$ cat config.mk
export PLATFORM = sky130hd
export DESIGN_NAME = eprs_scaler
export DESIGN_NICKNAME = d
export VERILOG_FILES = /design/src/rtl/eprs_quad_out.v /design/src/rtl/eprs_scaler.v
export VERILOG_INCLUDE_DIRS = /design/src /design/src/rtl
export SDC_FILE = /design/constraint.sdc
export NUM_CORES = 1
export LEC_CHECK = 0
export BUFFER_PORTS_ARGS = -buffer_cell sky130_fd_sc_hd__buf_2
export CORE_AREA = 3 3 270 272
export CTS_BUF_LIST = sky130_fd_sc_hd__clkbuf_8
export DETAILED_ROUTE_END_ITERATION = 7
export DIE_AREA = 0 0 273 275
export PLACE_DENSITY = 0.51
export SYNTH_ARGS = -nofsm -noshare
export SYNTH_HDL_FRONTEND = slang
export SYNTH_SLANG_ARGS = --single-unit
$ cat constraint.sdc
create_clock -name i_clock -period 14.5 [get_ports i_clock]
set_input_delay 1.45 -clock i_clock [delete_from_list [all_inputs] [get_ports i_clock]]
set_output_delay 1.45 -clock i_clock [all_outputs]
set_load 0.01 [all_outputs]
$ cat src/rtl/eprs_defines.vh
// Constants and rule summary for the encoder pulse rate scaler
`ifndef EPRS_DEFINES_VH
`define EPRS_DEFINES_VH

// Clock rate in kHz
`define EPRS_CLK_KHZ 20000
// Factor units of 0.0001, five decades
`define EPRS_FACTOR_W 17
`define EPRS_FACTOR_MIN 17'h00005
`define EPRS_FACTOR_MAX 17'h1869f
`define EPRS_FACTOR_RST 17'h02710
// Least spacing of output quadrature edges, 1 MHz pulses
`define EPRS_OUT_EDGE_NS 250
`define EPRS_OUT_EDGE_CYC ((`EPRS_OUT_EDGE_NS * `EPRS_CLK_KHZ) / 1000000)
// Least command hold time on a control input
`define EPRS_CTRL_HOLD_US 2000
`define EPRS_CTRL_HOLD_CYC ((`EPRS_CTRL_HOLD_US * `EPRS_CLK_KHZ) / 1000)
// Control function codes, two bits per control input
`define EPRS_FN_NONE 2'h0
`define EPRS_FN_LOCK 2'h1
`define EPRS_FN_REVERSE 2'h2
`define EPRS_FN_FREEZE 2'h3
// Output generator states, one-hot
`define EPRS_GEN_IDLE 2'h1
`define EPRS_GEN_GAP 2'h2

`endif

$ cat src/rtl/eprs_quad_out.v
// Quadrature output stepper with enforced edge spacing
`timescale 1ns/1ns
`default_nettype none
`include "eprs_defines.vh"

module eprs_quad_out #(
	parameter GAP_CYC = `EPRS_OUT_EDGE_CYC
) (
	input wire i_clock,
	input wire i_rst_b,
	input wire i_step_up,
	input wire i_step_dn,
	output wire o_ready,
	output reg o_a,
	output reg o_a_n,
	output reg o_b,
	output reg o_b_n
);
	localparam [1:0] ST_IDLE = `EPRS_GEN_IDLE;
	localparam [1:0] ST_GAP = `EPRS_GEN_GAP;
	localparam [7:0] GAP_LAST = GAP_CYC[7:0] - 8'h01;

	reg [1:0] state;
	reg [7:0] gap;
	reg [1:0] phase;
	wire take;
	wire [1:0] next_phase;

	// Gray sequence 00,10,11,01 forward; A leads B when counting up
	assign take = o_ready & (i_step_up | i_step_dn);
	assign next_phase = i_step_up ? phase + 2'h1 : phase - 2'h1;
	assign o_ready = state[0];

	// Each edge is followed by a full gap, so edges of A and B are
	// never closer than a quarter period: phase never below 90 deg
	always @(posedge i_clock or negedge i_rst_b) begin
		if (!i_rst_b) begin
			state <= ST_IDLE;
			gap <= 8'h00;
			phase <= 2'h0;
			o_a <= 1'b0;
			o_a_n <= 1'b1;
			o_b <= 1'b0;
			o_b_n <= 1'b1;
		end else begin
			case (state)
			ST_IDLE: begin
				if (take) begin
					phase <= next_phase;
					o_a <= next_phase[0] ^ next_phase[1];
					o_a_n <= ~(next_phase[0] ^ next_phase[1]);
					o_b <= next_phase[1];
					o_b_n <= ~next_phase[1];
					gap <= GAP_LAST;
					state <= (GAP_LAST == 8'h00) ? ST_IDLE : ST_GAP;
				end
			end
			ST_GAP: begin
				if (gap <= 8'h01) begin
					state <= ST_IDLE;
				end
				gap <= gap - 8'h01;
			end
			default: begin
				state <= ST_IDLE;
			end
			endcase
		end
	end
endmodule
`default_nettype wire

$ cat src/rtl/eprs_scaler.v
// Encoder pulse rate scaler: decode, scale, synthesise A/B/Z
`timescale 1ns/1ns
`default_nettype none
`include "eprs_defines.vh"

module eprs_scaler #(
	parameter CTRL_HOLD_CYC = `EPRS_CTRL_HOLD_CYC,
	parameter PPR_W = 16
) (
	input wire i_clock,
	input wire i_rst_b,
	input wire i_enc_a,
	input wire i_enc_b,
	input wire i_enc_z,
	input wire [3:0] i_ctrl,
	input wire i_quad_mode,
	input wire [`EPRS_FACTOR_W-1:0] i_factor1,
	input wire [`EPRS_FACTOR_W-1:0] i_factor2,
	input wire [3:0] i_ctrl_active_high,
	input wire [7:0] i_ctrl_func,
	input wire [PPR_W-1:0] i_index_ppr,
	input wire i_index_sync,
	output reg o_a,
	output reg o_a_n,
	output reg o_b,
	output reg o_b_n,
	output reg o_z,
	output reg o_z_n,
	output reg o_keypad_lock,
	output reg o_reverse,
	output reg o_freeze,
	output reg [31:0] o_in_count,
	output reg [31:0] o_out_count,
	output reg [31:0] o_remainder
);
	localparam FW = `EPRS_FACTOR_W;
	localparam [15:0] HOLD_LAST = CTRL_HOLD_CYC[15:0] - 16'h0004;

	// Clamp a factor into its five-decade range
	function [FW-1:0] clamp_factor;
		input [FW-1:0] f;
		begin
			if (f < `EPRS_FACTOR_MIN)
				clamp_factor = `EPRS_FACTOR_MIN;
			else if (f > `EPRS_FACTOR_MAX)
				clamp_factor = `EPRS_FACTOR_MAX;
			else
				clamp_factor = f;
		end
	endfunction

	// True when any active control input carries the given function
	function ctrl_has;
		input [7:0] func;
		input [3:0] act;
		input [1:0] code;
		integer k;
		begin
			ctrl_has = 1'b0;
			for (k = 0; k < 4; k = k + 1)
				if (act[k] && func[2*k +: 2] == code)
					ctrl_has = 1'b1;
		end
	endfunction

	// Pin synchronisers; stage one feeds stage two only
	reg [2:0] sync1;
	reg [2:0] sync2;
	reg [2:0] prev;
	always @(posedge i_clock or negedge i_rst_b) begin
		if (!i_rst_b) begin
			sync1 <= 3'h0;
			sync2 <= 3'h0;
			prev <= 3'h0;
		end else begin
			sync1 <= {i_enc_z, i_enc_b, i_enc_a};
			sync2 <= sync1;
			prev <= sync2;
		end
	end

	// Control pin synchronisers, one process for all four
	reg [3:0] ctrl_s1;
	reg [3:0] ctrl_s2;
	wire [3:0] ctrl_act;
	always @(posedge i_clock or negedge i_rst_b) begin
		if (!i_rst_b) begin
			ctrl_s1 <= 4'h0;
			ctrl_s2 <= 4'h0;
		end else begin
			ctrl_s1 <= i_ctrl;
			ctrl_s2 <= ctrl_s1;
		end
	end

	// Polarity and hold filter; each slice owns its own state bit
	genvar g;
	generate
		for (g = 0; g < 4; g = g + 1) begin : g_ctrl
			reg [15:0] cnt;
			reg act;
			wire lvl;
			assign lvl = ctrl_s2[g] ~^ i_ctrl_active_high[g];
			assign ctrl_act[g] = act;
			// A level must stand nearly the full hold time to count;
			// glitches shorter than that never reach the functions
			always @(posedge i_clock or negedge i_rst_b) begin
				if (!i_rst_b) begin
					act <= 1'b0;
					cnt <= 16'h0000;
				end else begin
					if (lvl == act) begin
						cnt <= 16'h0000;
					end else if (cnt >= HOLD_LAST) begin
						act <= lvl;
						cnt <= 16'h0000;
					end else begin
						cnt <= cnt + 16'h0001;
					end
				end
			end
		end
	endgenerate

	// Input edge decode
	wire a_chg;
	wire b_chg;
	wire in_step;
	wire in_up;
	wire z_rise;
	assign a_chg = sync2[0] ^ prev[0];
	assign b_chg = sync2[1] ^ prev[1];
	assign z_rise = sync2[2] & ~prev[2];
	// Single channel counts both A edges upward; quadrature counts
	// every edge with sign from phase, a double change is dropped
	assign in_step = i_quad_mode ? (a_chg ^ b_chg) : a_chg;
	assign in_up = ~i_quad_mode | (sync2[0] ^ prev[1]);

	// Effective factors, in 0.0001 units
	wire [FW-1:0] f1;
	wire [FW-1:0] f2;
	assign f1 = clamp_factor(i_factor1);
	assign f2 = clamp_factor(i_factor2);

	// Single mode: one input pulse weighs as much as one output
	// pulse's worth of edges needs, so A edges carry double weight
	wire signed [31:0] f1_w;
	wire signed [31:0] f2_s;
	assign f1_w = i_quad_mode ? $signed({15'h0000, f1}) :
		$signed({14'h0000, f1, 1'b0});
	assign f2_s = $signed({15'h0000, f2});

	// Accumulator and output request
	reg signed [31:0] acc;
	wire want_up;
	wire want_dn;
	wire gen_ready;
	reg [15:0] since;
	reg [15:0] frz_int;
	reg frz_up;
	reg [15:0] frz_cnt;
	wire frz_fire;
	wire step_up;
	wire step_dn;
	wire out_take;
	reg signed [31:0] inc;
	reg signed [31:0] dec;
	reg signed [31:0] next_acc;

	assign want_up = acc >= f2_s;
	assign want_dn = acc <= -f2_s;
	assign frz_fire = o_freeze & (frz_int != 16'hffff) &
		(frz_cnt >= frz_int);
	// Logical direction of the output step, before reversal
	assign step_up = o_freeze ? (frz_fire & frz_up) : want_up;
	assign step_dn = o_freeze ? (frz_fire & ~frz_up) : (want_dn & ~want_up);
	assign out_take = gen_ready & (step_up | step_dn);

	// Remainder carried every cycle: input adds f1_w (F1, or twice F1 in single mode), each output step outside freeze
	// takes F2, so the output total tracks input*F1/F2 exactly until steps made during a freeze add to it
	always @* begin
		inc = 32'sh0;
		dec = 32'sh0;
		if (in_step)
			inc = in_up ? f1_w : -f1_w;
		if (out_take && !o_freeze)
			dec = step_up ? f2_s : -f2_s;
		next_acc = acc + inc - dec;
	end

	always @(posedge i_clock or negedge i_rst_b) begin
		if (!i_rst_b) begin
			acc <= 32'sh0;
			o_remainder <= 32'h0;
			o_in_count <= 32'h0;
			o_out_count <= 32'h0;
		end else begin
			acc <= next_acc;
			o_remainder <= next_acc;
			if (in_step)
				o_in_count <= in_up ? o_in_count + 32'h1 :
					o_in_count - 32'h1;
			if (out_take)
				o_out_count <= step_up ? o_out_count + 32'h1 :
					o_out_count - 32'h1;
		end
	end

	// Control functions and freeze rate capture
	always @(posedge i_clock or negedge i_rst_b) begin
		if (!i_rst_b) begin
			o_keypad_lock <= 1'b0;
			o_reverse <= 1'b0;
			o_freeze <= 1'b0;
			since <= 16'hffff;
			frz_int <= 16'hffff;
			frz_up <= 1'b1;
			frz_cnt <= 16'h0000;
		end else begin
			o_keypad_lock <= ctrl_has(i_ctrl_func, ctrl_act,
				`EPRS_FN_LOCK);
			o_reverse <= ctrl_has(i_ctrl_func, ctrl_act,
				`EPRS_FN_REVERSE);
			o_freeze <= ctrl_has(i_ctrl_func, ctrl_act,
				`EPRS_FN_FREEZE);
			// Interval between steps saturates; a stopped output
			// freezes to stopped rather than to a stale rate
			if (out_take) begin
				since <= 16'h0000;
				if (!o_freeze) begin
					frz_int <= since;
					frz_up <= step_up;
				end
			end else begin
				if (since != 16'hffff)
					since <= since + 16'h0001;
				// A long silence lowers the rate that a freeze replays
				if (!o_freeze && since > frz_int)
					frz_int <= since;
			end
			if (!o_freeze || out_take)
				frz_cnt <= 16'h0000;
			else if (frz_cnt != 16'hffff)
				frz_cnt <= frz_cnt + 16'h0001;
		end
	end

	// Output stepper; bursts come from backlog draining at full rate
	wire gen_a;
	wire gen_a_n;
	wire gen_b;
	wire gen_b_n;
	eprs_quad_out #(
		.GAP_CYC(`EPRS_OUT_EDGE_CYC)
	) u_quad_out (
		.i_clock(i_clock),
		.i_rst_b(i_rst_b),
		.i_step_up(step_up ^ (o_reverse & (step_up | step_dn))),
		.i_step_dn(step_dn ^ (o_reverse & (step_up | step_dn))),
		.o_ready(gen_ready),
		.o_a(gen_a),
		.o_a_n(gen_a_n),
		.o_b(gen_b),
		.o_b_n(gen_b_n)
	);

	// Index position over output edges, four per pulse
	reg [PPR_W+1:0] pos;
	wire [PPR_W+1:0] pos_last;
	wire idx_on;
	assign pos_last = {i_index_ppr, 2'b00} - {{PPR_W{1'b0}}, 2'b01};
	assign idx_on = (i_index_ppr != {PPR_W{1'b0}});

	always @(posedge i_clock or negedge i_rst_b) begin
		if (!i_rst_b) begin
			pos <= {(PPR_W+2){1'b0}};
		end else if (i_index_sync && z_rise) begin
			pos <= {(PPR_W+2){1'b0}};
		end else if (out_take && idx_on) begin
			if (step_up)
				pos <= (pos >= pos_last) ? {(PPR_W+2){1'b0}} :
					pos + {{PPR_W{1'b0}}, 2'b01};
			else
				pos <= (pos == {(PPR_W+2){1'b0}}) ? pos_last :
					pos - {{PPR_W{1'b0}}, 2'b01};
		end
	end

	// Registered outputs, all six always driven
	always @(posedge i_clock or negedge i_rst_b) begin
		if (!i_rst_b) begin
			o_a <= 1'b0;
			o_a_n <= 1'b1;
			o_b <= 1'b0;
			o_b_n <= 1'b1;
			o_z <= 1'b0;
			o_z_n <= 1'b1;
		end else begin
			o_a <= gen_a;
			o_a_n <= gen_a_n;
			o_b <= gen_b;
			o_b_n <= gen_b_n;
			o_z <= idx_on && pos == {(PPR_W+2){1'b0}};
			o_z_n <= ~(idx_on && pos == {(PPR_W+2){1'b0}});
		end
	end
endmodule
`default_nettype wire

==> results_dict.tcl <==
set metrics [dict create \
    fin_crit_sh_pct 61.0 \
    layout-drive-gt1-share_pct 13.4 \
    power.leakage_nw 11.3 \
    synthCells 2434 \
    pin_count 178 \
    crit_top_cell "a21o_1" \
    syn_area_sq_mm 0.0212 \
    fmax_mhz 113 \
    status "complete, no violations" \
    crit_required_ns 15.06 \
    synth_seq_area_share_pct 32.3 \
    crit_type "input port to flip-flop" \
    hpwl_microns 43800 \
    max-slew-margin-rel_pct 26.7 \
    core_sq_mm 0.0710 \
    worst_slew_pin_slew_ns 1.09 \
    slowest_delay_ns 0.80 \
    ys_seq_elements 272 \
    cts_resized 0 \
    start_util_pct 29.9 \
    crit_arrival_ns 9.40 \
    grt_antenna_before_repair 2 \
    port_buffers 177 \
    drt-total-wl_microns 58200 \
    cts-root-buf "clkbuf_8" \
    finish.utilization_pct 34.2 \
    postSynthAreaPerCell_sq_um 8.71 \
    crit_path_end_kind "flip-flop" \
    clock_sinks 272 \
    setup_ws_ns 5.66 \
    ys.flop_type "dfrtp_1" \
    drc 0 \
    ir_drop_v 0.0000703 \
    drt_iter0_drc 895 \
    rows 98 \
    rsz0062_at_grt "no" \
    grt_max_degree 99 \
    period_minus_slack_ns 8.84 \
    grt-ovfl-total 0 \
    powerDensity_mw_per_mm2 148 \
    wl_per_cell_microns 16.1 \
    startpoint_type "input port" \
    grt_pass1_wl_microns 94700 \
    grt_pass1_vias 18100 \
    skew_ns 0.0551 \
    worstPathMaxFanout 96 \
    cts_buffer_depth 3 \
    die_y_microns 275 \
    maxCapViolations 0 \
    slowest_stage "buf_4" \
    cts_setup_buffers 0 \
    groute.layer.met3.usage_pct 3.47 \
    finalHoldViolCount 0 \
    grtUsageMet1_pct 19.5 \
    cts_tree "done" \
    final_cell_mix "dfrtp_1, nand2_1, ha_1" \
    syn_to_final_growth_pct 14.5 \
    cts_made_buffers 54 \
    place_ws_ns 5.07 \
    fin_tns_setup_ns 0 \
    htreeDepth 2 \
    insertion_delay_ns 0.68 \
    power_mw 3.59 \
    grt_util_met2_pct 26.2 \
    postRouteAntennaNets 0 \
    dieArea_sq_mm 0.0751 \
    grt_use_total_pct 15.4 \
    synth_edf_count 0 \
    synthArstFlopShare_pct 100 \
    clkTransAtPathRegs_ns 0.05 \
    num_vias 18000 \
    viasPerCell 4.97 \
    finalSetupViolCount 0 \
    gp_routability_congestion 0.853 \
    drt_first_pass_iters 5 \
    layout_commonest_cell "dfrtp_1" \
    top_usage_layer "met2" \
    hold_buffers 0 \
    hold_class "flip-flop to flip-flop" \
    synth_cell_types 83 \
    die_x_microns 273 \
    maxSlewViolCount 0 \
    nets 2938 \
    yosysWarnings 0 \
]
==> cell families (layout without fill, tap and decap cells) <==
logic type	count (synthesis)	after routing	synth area share (%)
mux	31	31	1.76
buf+inv	250	468	4.65
compound gates	575	575	17.3
flops	272	272	32.3
simple gates	839	839	19.4
other cells	1	19	0.0177
fa+ha+maj	238	238	15.2
xor+xnor	228	228	9.42
==> cell usage after synthesis (20+ instances only) <==
master	instances	area [sq um]
nand4_1	46	288
a211oi_1	26	195
o21a_1	21	158
nand2_1	231	867
and2_1	23	144
nand2b_1	31	194
nor2b_1	20	125
dfstp_2	39	1020
nand3_1	86	430
inv_1	178	668
nor4_1	24	150
o21ai_0	172	861
ha_1	205	2560
xor2_1	109	955
o211ai_1	20	150
clkbuf_1	47	176
a21o_1	49	368
and3_1	44	275
fa_1	33	661
xnor2_1	119	1040
nor2_1	202	758
dfrtp_1	233	5830
a21oi_1	151	756
nor3_1	45	225
==> sequential cells by signal, summed over array words and instances, names as in the netlist, 2 cells and up <==
register          count
ctrl_s2               4
sync1                 3
u_quad_out.phase      2
o_out_count          32
g_ctrl.act            4
ctrl_s1               4
since                16
frz_int              16
pos                  18
frz_cnt              16
prev                  3
o_in_count           32
sync2                 3
u_quad_out.gap        8
u_quad_out.state      2
g_ctrl.cnt           64
acc                  32
==> routing by layer <==
metal,share of wire (%),routed length (microns)
met5,0,0
met4,2.2,1310
met3,5.5,3200
met2,47,27200
met1,46,26500
==> cell type report <==
| cell class | instances | area [sq um] |
|---|---|---|
| sequential | 272 | 6860 |
| antenna | 4 | 10.0 |
| clock buffer | 66 | 908 |
| inverter | 180 | 676 |
| fill | 7393 | 46700 |
| tap | 950 | 1190 |
| clock inverter | 29 | 161 |
| timing repair buffer | 193 | 1020 |
| multi-input combinational | 1926 | 13500 |
==> critical path, delay by kind of cell <==
kind,cells,cell delay [ns]
buffers and inverters,4,1.16
and+or+nand+nor,6,1.57
adders and majority gates,3,1.23
xor gates and xnor gates,1,0.13
AOI/OAI and AO/OA,18,3.80
==> final timing paths <==
kind / startpoint / end / slack (ns) / cells after the start
setup / recovery: i_factor2[6] / acc[28] / 5.66 / 32
hold / removal: ctrl_s1[2] / ctrl_s2[2] / 0.35 / 0
setup reg to reg: acc[20] / acc[28] / 6.97 / 22
hold reg to reg: ctrl_s1[2] / ctrl_s2[2] / 0.35 / 0
max in group asynchronous: i_rst_b / g_ctrl[1].cnt[11] / 11.63 / 3
min in group asynchronous: i_rst_b / pos[8] / 0.82 / 1
==> where the power goes <==
part	switching [mW]	internal (mW)	leakage [nW]
clock network	0.363	0.428	0.631
registers	0.137	0.894	3.41
logic	1.02	0.747	7.21
total	1.52	2.07	11.3
==> through the flow <==
step                      hold slack, ns  cells  cell area, sq um
after CTS                          0.351   3616             24300
after global routing               0.362   3616             24300
after detailed placement           0.340   3521             23200
after global placement             0.332   3521             23200
final                              0.347   3620             24300
after floorplan                    0.331   2448             21300
No activity file was read; power rests on OpenSTA's default activity.
